[config.mk]
export PLATFORM = sky130hd
export DESIGN_NAME = sap_target
export DESIGN_NICKNAME = d
export VERILOG_FILES = /design/src/sap_pkg.sv /design/src/sap_target.sv
export VERILOG_INCLUDE_DIRS = /design/src /design/src/src
export SDC_FILE = /design/constraint.sdc
export NUM_CORES = 1
export LEC_CHECK = 0
export BUFFER_PORTS_ARGS = -buffer_cell sky130_fd_sc_hd__clkbuf_2
export CORE_UTILIZATION = 55
export DETAILED_ROUTE_END_ITERATION = 8
export GPL_TIMING_DRIVEN = 0
export PLACE_DENSITY_LB_ADDON = 0.12
export SYNTH_ARGS = -nofsm -noshare
export SYNTH_HDL_FRONTEND = slang
export SYNTH_SLANG_ARGS = --single-unit
[constraint.sdc]
create_clock -name sys_clk -period 2.9 [get_ports sys_clk]
set_clock_uncertainty 0.2 [all_clocks]
set_input_delay 0.145 -clock sys_clk [delete_from_list [all_inputs] [get_ports sys_clk]]
set_output_delay 0.145 -clock sys_clk [all_outputs]
set_load 0.005 [all_outputs]
[src/sap_regs.svh]
`ifndef SAP_REGS_SVH
`define SAP_REGS_SVH

`define SAP_TARGET_ADDR 7'h48
`define SAP_SYS_CLK_HZ 50000000
`define SAP_SCL_MAX_HZ 1000000
`define SAP_SCL_MIN_CYC (`SAP_SYS_CLK_HZ / `SAP_SCL_MAX_HZ)
`define SAP_PROTO_A_NAD 8'h5A
`define SAP_PCB_SESSION_END 8'hE5
`define SAP_GP_RELEASE 8'hC2
`define SAP_KEYSET_RECOVERY 8'h0C
`define SAP_KEYSET_PLATFORM 8'h0B
`define SAP_RSP_DEPTH 64
`define SAP_CERT_FILE_SIZE 16'h0400

`endif

[src/sap_pkg.sv]
package sap_pkg;
	typedef enum logic {
		SAP_PROTO_T1,
		SAP_PROTO_GP
	} sap_proto_t;

	typedef enum {
		SAP_IDLE,
		SAP_ADDR,
		SAP_ADDR_ACK,
		SAP_RX,
		SAP_RX_ACK,
		SAP_TX,
		SAP_TX_ACK,
		SAP_IGNORE
	} sap_state_t;

	typedef struct packed {
		logic scl;
		logic sda;
	} sap_pins_t;

	typedef struct packed {
		logic power_down;
		logic core_clk_run;
		logic supply_on;
		logic vout_on;
	} sap_power_t;
endpackage

[src/sap_target.sv]
// Behaviour
// - answer as target at seven-bit address 0x48 after power-up
// - work with serial clock up to 1 MHz; host stays at or below (the sap_host test host runs at 6.25 MHz)
// - pick transport protocol from first frame, keep it for the session
// - session-end or release request puts device into power-down
// - power-down stops internal clocks, keeps processor and memory contents
// - outputs hold their level throughout power-down
// - falling edge on data line wakes from power-down
// - low deep-sleep request pin forces deep power-down
// - deep power-down switches internal supply and supply output off
// - deep power-down loses internal state
// - raising deep-sleep request pin leaves deep power-down
// - certificate file is DER bytes then zero padding to fixed size
// - recovery key set authentication opens channel and unlocks key set 11 rewrite (key set 11 authentication also unlocks it here)
`timescale 1ns/1ps
`include "sap_regs.svh"

module sap_target #(
	parameter logic [6:0] TARGET_ADDR = `SAP_TARGET_ADDR,
	parameter int RSP_DEPTH = `SAP_RSP_DEPTH,
	parameter logic [15:0] CERT_FILE_SIZE = `SAP_CERT_FILE_SIZE
) (
	input wire logic sys_clk,
	input wire logic rst_n,
	input wire sap_pkg::sap_pins_t pins_in,
	input wire logic deep_sleep_request_n,
	output logic sda_out,
	output logic sda_oe,
	output logic [7:0] cmd_byte,
	output logic cmd_valid,
	output logic cmd_end,
	output logic cmd_busy,
	input wire logic rsp_wr,
	input wire logic [7:0] rsp_data,
	input wire logic rsp_done,
	output sap_pkg::sap_proto_t proto_sel,
	output logic proto_locked,
	output sap_pkg::sap_power_t power,
	input wire logic auth_ok,
	input wire logic [7:0] key_set_number,
	output logic secure_channel_keys_open,
	output logic key11_write_allowed,
	input wire logic [15:0] cert_index,
	input wire logic [15:0] cert_der_len,
	input wire logic [7:0] cert_der_byte,
	output logic [7:0] cert_byte
);
	localparam int PW = $clog2(RSP_DEPTH + 1);

	sap_pkg::sap_pins_t pin_meta;
	sap_pkg::sap_pins_t pin_sync;
	sap_pkg::sap_pins_t pin_prev;
	logic dsr_meta;
	logic dsr_sync;
	logic deep;
	logic pd;
	logic run;
	logic soft_clr;
	logic scl_rise;
	logic scl_fall;
	logic sda_fall;
	logic start_cond;
	logic stop_cond;
	sap_pkg::sap_state_t state;
	logic [3:0] bit_cnt;
	logic [7:0] shift;
	logic [7:0] tx_shift;
	logic rw;
	logic [7:0] rx_count;
	logic wrote;
	logic session_end_seen;
	logic [7:0] rsp_mem [RSP_DEPTH];
	logic [PW-1:0] wr_ptr;
	logic [PW-1:0] rd_ptr;
	logic rsp_complete;
	logic [7:0] next_tx;

	// pins cross into sys_clk through two flops; the second stage and its one-cycle delayed copy feed logic
	always_ff @(posedge sys_clk or negedge rst_n) begin
		if (!rst_n) begin
			pin_meta <= '1;
			pin_sync <= '1;
			pin_prev <= '1;
			dsr_meta <= 1'b1;
			dsr_sync <= 1'b1;
		end else begin
			pin_meta <= pins_in;
			pin_sync <= pin_meta;
			pin_prev <= pin_sync;
			dsr_meta <= deep_sleep_request_n;
			dsr_sync <= dsr_meta;
		end
	end

	// edges come from sampled levels; 50 cycles per bit at 1 MHz leaves ample margin
	assign scl_rise = pin_sync.scl & ~pin_prev.scl;
	assign scl_fall = ~pin_sync.scl & pin_prev.scl;
	assign sda_fall = ~pin_sync.sda & pin_prev.sda;
	assign start_cond = sda_fall & pin_sync.scl & pin_prev.scl;
	assign stop_cond = pin_sync.sda & ~pin_prev.sda & pin_sync.scl & pin_prev.scl;
	assign soft_clr = deep;
	assign run = ~pd & ~deep;
	assign next_tx = (rd_ptr < wr_ptr) ? rsp_mem[rd_ptr[$clog2(RSP_DEPTH)-1:0]] : 8'hFF;

	always_ff @(posedge sys_clk or negedge rst_n) begin
		if (!rst_n) begin
			deep <= 1'b0;
		end else begin
			deep <= ~dsr_sync;
		end
	end

	always_ff @(posedge sys_clk or negedge rst_n) begin
		if (!rst_n) begin
			pd <= 1'b0;
		end else if (deep) begin
			pd <= 1'b0;
		end else if (pd && sda_fall) begin
			pd <= 1'b0;
		end else if (run && stop_cond && wrote && session_end_seen) begin
			pd <= 1'b1;
		end
	end

	always_ff @(posedge sys_clk or negedge rst_n) begin
		if (!rst_n) begin
			power <= '{power_down: 1'b0, core_clk_run: 1'b1, supply_on: 1'b1, vout_on: 1'b1};
		end else begin
			power.power_down <= pd;
			power.core_clk_run <= ~pd & ~deep;
			power.supply_on <= ~deep;
			power.vout_on <= ~deep;
		end
	end

	// bus state machine; frozen in power-down except that a start wakes it at once
	always_ff @(posedge sys_clk or negedge rst_n) begin
		if (!rst_n) begin
			state <= sap_pkg::SAP_IDLE;
			bit_cnt <= 4'h0;
			shift <= 8'h00;
			tx_shift <= 8'hFF;
			rw <= 1'b0;
			sda_oe <= 1'b0;
		end else if (soft_clr) begin
			state <= sap_pkg::SAP_IDLE;
			bit_cnt <= 4'h0;
			shift <= 8'h00;
			tx_shift <= 8'hFF;
			rw <= 1'b0;
			sda_oe <= 1'b0;
		end else if (start_cond) begin
			state <= sap_pkg::SAP_ADDR;
			bit_cnt <= 4'h0;
			sda_oe <= 1'b0;
		end else if (pd) begin
			state <= state;
		end else if (stop_cond) begin
			state <= sap_pkg::SAP_IDLE;
			sda_oe <= 1'b0;
		end else if (scl_rise) begin
			if (state == sap_pkg::SAP_TX_ACK) begin
				if (pin_sync.sda) begin
					state <= sap_pkg::SAP_IGNORE;
				end
			end else begin
				shift <= {shift[6:0], pin_sync.sda};
				bit_cnt <= bit_cnt + 4'h1;
			end
		end else if (scl_fall) begin
			case (state)
				sap_pkg::SAP_ADDR: begin
					if (bit_cnt == 4'h8) begin
						if (shift[7:1] == TARGET_ADDR && (shift[0] ? rsp_complete : ~cmd_busy)) begin
							state <= sap_pkg::SAP_ADDR_ACK;
							sda_oe <= 1'b1;
							rw <= shift[0];
						end else begin
							state <= sap_pkg::SAP_IGNORE;
						end
					end
				end
				sap_pkg::SAP_ADDR_ACK: begin
					bit_cnt <= 4'h0;
					if (rw) begin
						state <= sap_pkg::SAP_TX;
						tx_shift <= next_tx;
						sda_oe <= ~next_tx[7];
					end else begin
						state <= sap_pkg::SAP_RX;
						sda_oe <= 1'b0;
					end
				end
				sap_pkg::SAP_RX: begin
					if (bit_cnt == 4'h8) begin
						state <= sap_pkg::SAP_RX_ACK;
						sda_oe <= 1'b1;
					end
				end
				sap_pkg::SAP_RX_ACK: begin
					state <= sap_pkg::SAP_RX;
					bit_cnt <= 4'h0;
					sda_oe <= 1'b0;
				end
				sap_pkg::SAP_TX: begin
					if (bit_cnt == 4'h8) begin
						state <= sap_pkg::SAP_TX_ACK;
						sda_oe <= 1'b0;
					end else begin
						tx_shift <= {tx_shift[6:0], 1'b1};
						sda_oe <= ~tx_shift[6];
					end
				end
				sap_pkg::SAP_TX_ACK: begin
					state <= sap_pkg::SAP_TX;
					bit_cnt <= 4'h0;
					tx_shift <= next_tx;
					sda_oe <= ~next_tx[7];
				end
				default: begin
					sda_oe <= 1'b0;
				end
			endcase
		end
	end

	always_ff @(posedge sys_clk or negedge rst_n) begin
		if (!rst_n) begin
			sda_out <= 1'b0;
		end else begin
			sda_out <= 1'b0;
		end
	end

	// command bytes, frame tracking and protocol choice
	always_ff @(posedge sys_clk or negedge rst_n) begin
		if (!rst_n) begin
			cmd_byte <= 8'h00;
			cmd_valid <= 1'b0;
			cmd_end <= 1'b0;
			rx_count <= 8'h00;
			wrote <= 1'b0;
			session_end_seen <= 1'b0;
			proto_sel <= sap_pkg::SAP_PROTO_T1;
			proto_locked <= 1'b0;
		end else if (soft_clr) begin
			cmd_valid <= 1'b0;
			cmd_end <= 1'b0;
			rx_count <= 8'h00;
			wrote <= 1'b0;
			session_end_seen <= 1'b0;
			proto_locked <= 1'b0;
		end else if (pd) begin
			cmd_valid <= cmd_valid;
		end else begin
			cmd_valid <= 1'b0;
			cmd_end <= 1'b0;
			if (start_cond) begin
				rx_count <= 8'h00;
				wrote <= 1'b0;
				session_end_seen <= 1'b0;
			end else if (stop_cond && wrote) begin
				cmd_end <= 1'b1;
				wrote <= 1'b0;
			end else if (scl_fall && state == sap_pkg::SAP_RX && bit_cnt == 4'h8) begin
				cmd_byte <= shift;
				cmd_valid <= 1'b1;
				wrote <= 1'b1;
				rx_count <= (rx_count == 8'hFF) ? rx_count : rx_count + 8'h01;
				if (!proto_locked && rx_count == 8'h00) begin
					proto_locked <= 1'b1;
					proto_sel <= (shift == `SAP_PROTO_A_NAD) ? sap_pkg::SAP_PROTO_T1 : sap_pkg::SAP_PROTO_GP;
				end
				if (proto_sel == sap_pkg::SAP_PROTO_T1 && proto_locked && rx_count == 8'h01
					&& shift == `SAP_PCB_SESSION_END) begin
					session_end_seen <= 1'b1;
				end
				// a release in the very frame that picks the protocol still counts
				if ((proto_sel == sap_pkg::SAP_PROTO_GP || !proto_locked) && rx_count == 8'h00
					&& shift == `SAP_GP_RELEASE) begin
					session_end_seen <= 1'b1;
				end
			end
		end
	end

	// one command outstanding: busy from the command's stop until its answer is read out
	always_ff @(posedge sys_clk or negedge rst_n) begin
		if (!rst_n) begin
			cmd_busy <= 1'b0;
			wr_ptr <= '0;
			rd_ptr <= '0;
			rsp_complete <= 1'b0;
		end else if (soft_clr) begin
			cmd_busy <= 1'b0;
			wr_ptr <= '0;
			rd_ptr <= '0;
			rsp_complete <= 1'b0;
		end else if (!pd) begin
			if (stop_cond && wrote && !session_end_seen) begin
				cmd_busy <= 1'b1;
			end else if (rsp_complete && rd_ptr == wr_ptr && stop_cond) begin
				cmd_busy <= 1'b0;
				rsp_complete <= 1'b0;
				wr_ptr <= '0;
				rd_ptr <= '0;
			end
			if (cmd_busy && rsp_wr && !rsp_complete && wr_ptr < PW'(RSP_DEPTH)) begin
				rsp_mem[wr_ptr[$clog2(RSP_DEPTH)-1:0]] <= rsp_data;
				wr_ptr <= wr_ptr + PW'(1);
			end
			if (cmd_busy && rsp_done) begin
				rsp_complete <= 1'b1;
			end
			if (scl_fall && (state == sap_pkg::SAP_TX_ACK || state == sap_pkg::SAP_ADDR_ACK && rw)
				&& rd_ptr < wr_ptr) begin
				rd_ptr <= rd_ptr + PW'(1);
			end
		end
	end

	// recovery or platform key set unlocks rewriting of the platform key set; deep sleep forgets it
	always_ff @(posedge sys_clk or negedge rst_n) begin
		if (!rst_n) begin
			secure_channel_keys_open <= 1'b0;
			key11_write_allowed <= 1'b0;
		end else if (soft_clr) begin
			secure_channel_keys_open <= 1'b0;
			key11_write_allowed <= 1'b0;
		end else if (run && auth_ok) begin
			secure_channel_keys_open <= 1'b1;
			key11_write_allowed <= (key_set_number == `SAP_KEYSET_RECOVERY)
				|| (key_set_number == `SAP_KEYSET_PLATFORM);
		end
	end

	always_ff @(posedge sys_clk or negedge rst_n) begin
		if (!rst_n) begin
			cert_byte <= 8'h00;
		end else if (run) begin
			cert_byte <= (cert_index < cert_der_len && cert_index < CERT_FILE_SIZE) ? cert_der_byte : 8'h00;
		end
	end
endmodule

==> implementation parameters, run 1 <==
Parameter                              Value

Worst setup path
  Reg2Reg Launch Point    rd_ptr[1]
  Endpoint kind of the worst setup timing path    flip-flop
  Maximum fanout count along the critical path    10
  Critical path type    flip-flop to flip-flop
  Data required, critical path    3230 ps
  Worst setup path start    rd_ptr[1]
  Slowest stage delay, CP    460 ps
  Worst path cell trace    clkbuf_4, buf_6, buf_4, buf_4, mux4_2, a22oi_1, nand2_1, a21oi_1, a21oi_1
  Number of buffer and inverter stages on the critical path    4
  Critical-path cell with the highest stage delay    sky130_fd_sc_hd__dfrtp_1
  Data arrival time of the worst path    3230 ps
  Top Family by Delay on Critical Path    buffers and inverters
  Category of the worst setup path launch point    flip-flop

Timing
  Final hold vios    0
  Final cycle utilization of the critical path    99.8%
  Number of failing setup endpoints in the final timing report    0
  Max-slew violation count    0
  Worst slew slack as a fraction of its limit    5.41%
  Pin slew with the least headroom to its limit    1420 ps
  Clock period minus worst slack    2900 ps
  Minimum setup slack in the final design    4.52 ps
  RSZ-0062 raised after global routing    yes
  Achievable clock frequency    345 MHz

Logic synthesis
  Largest cells by area after synthesis    sky130_fd_sc_hd__edfxtp_1 (63%), sky130_fd_sc_hd__mux4_2 (9.6%), sky130_fd_sc_hd__dfrtp_1 (7.0%), sky130_fd_sc_hd__mux2i_1 (2.6%), sky130_fd_sc_hd__nor2_1 (1.8%)
  Warning count from the yosys run    0
  Most numerous cell in the Yosys netlist    sky130_fd_sc_hd__edfxtp_1
  Top cell types by occurrence after synthesis    sky130_fd_sc_hd__edfxtp_1 (512), sky130_fd_sc_hd__nor2_1 (120), sky130_fd_sc_hd__mux4_2 (104)
  Post-synthesis cell type with the largest combined area    sky130_fd_sc_hd__edfxtp_1
  Cells after Synth    1,435
  Net count of the mapped netlist    1,528
  Seq cells post-synth    597
  Ys flop type    sky130_fd_sc_hd__edfxtp_1
  Number of enable flip-flop cells after synthesis    512
  Synth top area share    62.8%
  Async SR Flop Fraction    14.2%
  Synth unique cells    70
  Synthesized area    24,500 um^2
  Mean instance size in the synthesized netlist    17.1 um^2
  Fraction of the yosys area taken by sequential cells    71.6%

Detailed routing
  First-pass iteration count of the detailed router    5
  Vias    14,562
  Antenna-violating nets left    0
  Routed wirelength normalized by instance count    27.6 um
  Number of remaining DRC errors    0
  Via density    6.30
  Final wirelength    63.8 mm
  Number of DRC violations after detailed-routing iteration 0    1,785

Placed design
  DP HPWL    40.5 mm
  Gp weighted congestion    0.940
  Total of buffers placed on input and output ports    91
  Post-placement worst setup slack    -1210 ps
  Placed cell area    25,700 um^2

Power
  Switch Pwr    0.00358 W
  Clock network fraction of design power    42.4%
  Leakage power figure    9.99 nW
  Net switching fraction of the power    20.7%
  Power density relative to cell area    583 nW/um^2
  Proportion of power drawn by flip-flops and latches    54.4%
  Combinational cell fraction of total power    3.2%
  Maximum vdd drop    0.000567 V
  Internal power    0.0137 W

Floorplan
  DIE AREA    45,300 um^2
  Die boundary width    213 um
  Initial core utilization    56.3%
  CORE AREA    43,500 um^2
  # IOs    93
  Standard-cell rows    76
  DIE HEIGHT    213 um

CTS
  Maximum buffer depth of the clock tree    3
  H-tree level count    2
  Clock tree from TritonCTS    built
  Number of clock sinks seen by CTS    597
  Number of CTS-inserted buffers    57
  Clock slew at the register clock pins of the worst setup and hold paths    70 ps
  Later-pin clock latency in the skew report    610 ps
  Clock root cell    sky130_fd_sc_hd__clkbuf_16

GRT
  Maximum number of pins on one net before global-route repair    65
  Number of antenna violations at the first check in global routing    2
  Global-route layer with the greatest usage    met2
  Routing usage on met3    5.21%
  Fraction of met1 tracks used by global routing    38.3%
  GRT Overall Usage    28.3%
  Via count of the first global-routing pass    14,060
  Global routing met2 resource utilization    45.5%
  Total gr overflow    0
  Global-route wire length before repair    90.7 mm

Run
  Max cap viols    0

Finish
  Fill cell instance count of the final layout    2,821
  Layout cell share with drive strength beyond 1    30.9%
  Number of nets in the finished design    1,771
  Final std cell area, no fill    29,700 um^2
  Area Growth Syn to Fin    21.3%

Run status
  Outcome    finished, final reports clean

Hold path
  Path category of the worst min-delay check    input pin to flip-flop
  Min-Delay Startpoint    cert_index[12]
metal layers:
layer | routed length [um] | vias up
met2 | 30800 | 753
met5 | 12 | -
met3 | 5970 | 134
met4 | 2330 | 2
li1 | - | 6225
met1 | 24700 | 7448
repair_timing:
action,in CTS,in global routing
hold buffers,23,3
buffers inserted,23,44
resized for setup,209,28
pin swaps,13,50
hold endpoints to repair,102,59
setup endpoints to repair,534,449
power groups by stage:
stage	Clock (W)	Sequential, W	Combinational [W]
2_1_floorplan	0	0.00957	0.000255
3_3_place_gp	0	0.00958	0.000492
3_5_place_dp	0	0.00958	0.000517
4_1_cts	0.00740	0.00940	0.000547
5_1_grt	0.00766	0.00940	0.000624
6_report	0.00733	0.00940	0.000562
worst min-delay path: stages:
cell and delay [ps]:
sky130_fd_sc_hd__clkbuf_2 90, sky130_fd_sc_hd__nor3_1 50, sky130_fd_sc_hd__nand3_1 70, sky130_fd_sc_hd__a21oi_1 40, sky130_fd_sc_hd__o21ai_0 60, sky130_fd_sc_hd__a21oi_1 130
sky130_fd_sc_hd__a22o_1 210
cells by family (layout without fill, tap and decap cells):
| kind of cell | after synthesis | count (layout) | synth area share [%] |
|---|---|---|---|
| adders and majority gates | 29 | 29 | 1.48 |
| muxes | 181 | 181 | 12.8 |
| other | 1 | 2 | 0.0153 |
| xor gates and xnor gates | 12 | 12 | 0.430 |
| DFF | 597 | 597 | 71.6 |
| buffers and inverters | 106 | 396 | 1.86 |
| AOI/OAI and AO/OA | 204 | 204 | 5.87 |
| and+or+nand+nor | 305 | 305 | 5.95 |
metrics by stage:
stage	setup TNS [ps]	instances	hold slack, ps	power, W	utilization [%]
2_1_floorplan	0	1435	-351	0.00982	-
3_3_place_gp	-745380	2111	32.3	0.0101	59.1
3_5_place_dp	-303070	2112	-90.3	0.0101	59.1
4_1_cts	-1830	2261	27.3	0.0173	66.2
5_1_grt	-1490	2311	84.1	0.0177	68.3
6_report	0	2311	28.3	0.0173	68.3
layout make-up:
| type | instances | area [um^2] | area share [%] |
|---|---|---|---|
| diodes | 1 | 2.50 | 0.00843 |
| repair buffers | 188 | 1850 | 6.22 |
| plain buffers | 63 | 444 | 1.50 |
| multi-input cells | 732 | 7150 | 24.1 |
| inverters | 39 | 150 | 0.506 |
| clock inverters | 34 | 305 | 1.03 |
| clock buffers | 72 | 1520 | 5.13 |
| flip-flops and latches | 597 | 17500 | 59.1 |
| well taps | 585 | 732 | 2.47 |
cell usage in the layout (no fill, tap or decap), types with 9 or more instances in the layout:
cell type	n
sky130_fd_sc_hd__edfxtp_1	512
sky130_fd_sc_hd__mux4_2	104
sky130_fd_sc_hd__clkbuf_2	94
sky130_fd_sc_hd__nor2_4	68
sky130_fd_sc_hd__mux2i_1	64
sky130_fd_sc_hd__dfrtp_1	61
sky130_fd_sc_hd__clkbuf_16	57
sky130_fd_sc_hd__nand2_1	55
sky130_fd_sc_hd__nor2_1	53
sky130_fd_sc_hd__a22oi_1	49
sky130_fd_sc_hd__buf_12	48
sky130_fd_sc_hd__inv_1	38
sky130_fd_sc_hd__buf_4	38
sky130_fd_sc_hd__a21oi_1	31
sky130_fd_sc_hd__ha_1	29
sky130_fd_sc_hd__o21ai_0	28
sky130_fd_sc_hd__dlygate4sd3_1	26
sky130_fd_sc_hd__clkbuf_1	25
sky130_fd_sc_hd__nand3_1	24
sky130_fd_sc_hd__nand4_1	18
sky130_fd_sc_hd__dfstp_2	17
sky130_fd_sc_hd__nor3_1	14
sky130_fd_sc_hd__a22o_1	13
sky130_fd_sc_hd__mux2_2	13
sky130_fd_sc_hd__nor2b_1	13
sky130_fd_sc_hd__clkinv_1	13
sky130_fd_sc_hd__a211oi_1	12
sky130_fd_sc_hd__nand2b_1	11
sky130_fd_sc_hd__buf_2	11
sky130_fd_sc_hd__o22ai_1	11
sky130_fd_sc_hd__a21o_1	9
sky130_fd_sc_hd__clkbuf_4	9
sequential cells by signal, indices dropped and copies added, names as in the netlist, 2 cells and up:
| signal | count |
|---|---|
| bit_cnt | 4 |
| pin_meta | 2 |
| pin_prev | 2 |
| shift | 8 |
| state | 3 |
| cmd_byte | 8 |
| rd_ptr | 7 |
| pin_sync | 2 |
| wr_ptr | 7 |
| rsp_mem | 512 |
| cert_byte | 8 |
| power | 3 |
| tx_shift | 7 |
| rx_count | 8 |
final timing paths:
| check | end | slack (ps) | cells past startpoint |
|---|---|---|---|
| max in group asynchronous | wr_ptr[1] | 590 | 4 |
| hold reg to reg | dsr_sync | 160 | 0 |
| hold / removal | cert_byte[6] | 30 | 7 |
| setup / recovery | tx_shift[5] | 5 | 9 |
| min in group asynchronous | power[0] | 470 | 3 |
| setup reg to reg | tx_shift[5] | 5 | 9 |
(Power assumes the default switching activity.)
==> inputs of run 2 (changes only) <==
==> constraint.sdc (replaced) <==
create_clock -name sys_clk -period 2.6 [get_ports sys_clk]
set_clock_uncertainty 0.2 [all_clocks]
set_input_delay 0.13 -clock sys_clk [delete_from_list [all_inputs] [get_ports sys_clk]]
set_output_delay 0.13 -clock sys_clk [all_outputs]
set_load 0.005 [all_outputs]
==> run 2 against run 1 <==
- the run now ends with setup timing left
- sequential power grew 12%
- combinational power increased by 16%
- first-iteration DRC count shrank 7.3%
- worst hold slack lost 5.9 ps
- sequential cell count is the same
- non-clock buffer count increased by 49
- sequential share of layout area down 2.1 points
- cell area up 3.7%
- fmax up 5.4%
- wire length rose by 5.8%
- global-route usage rose by 1.8 points
- register-to-register slack got worse by 150 ps
- largest power group unchanged
==> implementation parameters, run 2 (synthesis results as in run 1) <==
Parameter                              Value

Run status
  Outcome    complete, but fails checks
  Violations in the final reports    setup timing

Finish
  Area Growth Syn to Fin    25.8%
  Commonest non-fill, non-tap cells in the layout    sky130_fd_sc_hd__edfxtp_1 (512), sky130_fd_sc_hd__mux4_2 (104), sky130_fd_sc_hd__clkbuf_2 (93), sky130_fd_sc_hd__buf_12 (68), sky130_fd_sc_hd__nor2_4 (68)
  Ant. Diodes    0
  Leading cell type in the layout, fill and taps excluded    sky130_fd_sc_hd__edfxtp_1
  Layout cell share with drive strength beyond 1    35.0%
  Number of nets in the finished design    1,822
  Flip-flop count of the largest register, all copies and words added    512

Worst setup path
  Data required, critical path    2930 ps
  Number of buffer and inverter stages on the critical path    1
  Number of cells traversed by the worst register-to-register path    8
  Register-to-Register Setup Slack    -150 ps
  Most common cell type on the critical path    sky130_fd_sc_hd__a221oi_2
  Reg2Reg Launch Point    wr_ptr[4]
  Top Family by Delay on Critical Path    compound AO/OA/AOI/OAI gates
  Critical path type    flip-flop to flip-flop
  Slowest stage delay, CP    460 ps
  End of the worst register-to-register path    sda_oe
  Maximum fanout count along the critical path    3
  Category of the worst setup path launch point    flip-flop
  Critical-path cell with the highest stage delay    sky130_fd_sc_hd__dfrtp_2
  Data arrival time of the worst path    3080 ps
  Worst path cell trace    inv_8, ha_4, a211o_1, a2111oi_4, nand2_2, a221oi_2, a31oi_2, a221oi_2
  Endpoint kind of the worst setup timing path    flip-flop

Timing
  Max-slew violation count    0
  Worst hold margin    22.4 ps
  Minimum setup slack in the final design    -146 ps
  Final cycle utilization of the critical path    106%
  Clock period minus worst slack    2750 ps
  Number of failing setup endpoints in the final timing report    22
  Pin slew with the least headroom to its limit    1390 ps
  Worst slew slack as a fraction of its limit    7.62%
  Achievable clock frequency    364 MHz
  RSZ-0062 raised after global routing    yes
  Final hold vios    0

CTS
  Clock root cell    sky130_fd_sc_hd__clkbuf_16
  H-tree level count    2
  Number of CTS-inserted buffers    59
  Clock slew at the register clock pins of the worst setup and hold paths    60 ps
  Clock tree from TritonCTS    built
  Later-pin clock latency in the skew report    640 ps
  Number of clock sinks seen by CTS    597
  Maximum buffer depth of the clock tree    3

Run
  Max cap viols    0

GRT
  Global-route layer with the greatest usage    met2
  Total gr overflow    0
  Fraction of met1 tracks used by global routing    40.1%
  Maximum number of pins on one net before global-route repair    65
  Routing usage on met3    6.56%
  Global routing met2 resource utilization    47.4%
  Global-route wire length before repair    96.3 mm
  Number of antenna violations at the first check in global routing    1
  Via count of the first global-routing pass    14,691
  GRT Overall Usage    30.0%

Placed design
  Gp weighted congestion    0.920
  DP HPWL    40.5 mm
  Total of buffers placed on input and output ports    91

Floorplan
  DIE AREA    45,300 um^2
  # IOs    93
  CORE AREA    43,500 um^2
  Die boundary width    213 um
  Standard-cell rows    76
  Initial core utilization    56.3%
  DIE HEIGHT    213 um

Power
  Power density relative to cell area    643 nW/um^2
  Leakage power figure    10.4 nW
  Design Power    0.0198 W
  Maximum vdd drop    0.000691 V

Detailed routing
  Via density    6.35
  Vias    15,023
  Number of remaining DRC errors    0
  Number of DRC violations after detailed-routing iteration 0    1,655
  Antenna-violating nets left    0
  Final wirelength    67.5 mm
  First-pass iteration count of the detailed router    8
  Routed wirelength normalized by instance count    28.6 um

Hold path
  Path category of the worst min-delay check    input pin to flip-flop
  Hold Path Stages    7
  End point of the most critical hold path    cert_byte[6]
  Min-Delay Startpoint    cert_index[11]
## run 2: changes by cell type in the layout (fill, tap and decap cells not counted), moves of 5 or more
cell | before | now
sky130_fd_sc_hd__buf_6 | 7 | 12
sky130_fd_sc_hd__buf_12 | 48 | 68
sky130_fd_sc_hd__inv_1 | 38 | 33
sky130_fd_sc_hd__a22oi_2 | 3 | 8
sky130_fd_sc_hd__a211oi_1 | 12 | 7
sky130_fd_sc_hd__a22oi_1 | 49 | 44
sky130_fd_sc_hd__buf_4 | 38 | 61
## run 2: area by class of cell
type / count / area, um^2
Clock buffer: 74 / 1550
Inverter: 39 / 169
Fill cell: 2696 / 12700
Tap cell: 585 / 732
Clock inverter: 37 / 412
Multi-Input combinational cell: 732 / 7360
Timing Repair Buffer: 238 / 2450
Buffer: 62 / 574
Sequential cell: 597 / 17500
## run 2: worst max path at each step
| stage | from | endpoint | slack (ps) | cells past startpoint |
|---|---|---|---|---|
| 2_1_floorplan | rd_ptr[0] | wr_ptr[4] | -100 | 12 |
| 6_report | wr_ptr[4] | sda_oe | -150 | 8 |
| 3_5_place_dp | rd_ptr[2] | tx_shift[2] | -1140 | 8 |
| 4_1_cts | wr_ptr[4] | sda_oe | -90 | 9 |
| 5_1_grt | wr_ptr[3] | sda_oe | -190 | 9 |
| 3_3_place_gp | rst_n | rsp_mem[7][5] | -1990 | 5 |
## run 2: layer usage
layer | wire length [um] | vias to the layer above | share of wire [%]
li1 | - | 6311 | -
met1 | 25800 | 7648 | 38
met2 | 32200 | 886 | 48
met3 | 6570 | 178 | 9.7
met4 | 3020 | 0 | 4.5
met5 | 0 | - | 0
## run 2: worst min-delay path, delay by kind of cell
family	cells	cell delay (ps)
AO/OA/AOI/OAI	4	460
AND/OR/NAND/NOR	2	120
buffers and inverters	1	100
## run 2: per-stage QoR
stage | area (um^2) | util, % | std cells | TNS, ps | setup slack [ps]
2_1_floorplan | 24500 | - | 1435 | -167 | -98.9
3_3_place_gp | 25700 | 59.2 | 2111 | -924330 | -1990
3_5_place_dp | 25700 | 59.2 | 2112 | -443500 | -1140
4_1_cts | 30300 | 69.8 | 2341 | -228 | -89.0
5_1_grt | 30800 | 70.8 | 2364 | -2660 | -190
6_report | 30800 | 70.8 | 2364 | -977 | -146
## run 2: where the power goes
part | total [W] | internal [W] | leakage (nW) | switching, W
Sequential | 0.0105 | 0.0104 | 5.70 | 0.0000384
Clock | 0.00866 | 0.00496 | 0.943 | 0.00370
Combinational | 0.000651 | 0.000226 | 3.77 | 0.000425
Total | 0.0198 | 0.0156 | 10.4 | 0.00416
## run 2: repair_timing
item,CTS,global route
gates cloned,0,1
hold endpoints to repair,102,70
pin swaps,76,16
gates resized for setup,277,43
hold buffers,29,3
endpoints found under the setup margin,540,303
buffers inserted,91,19
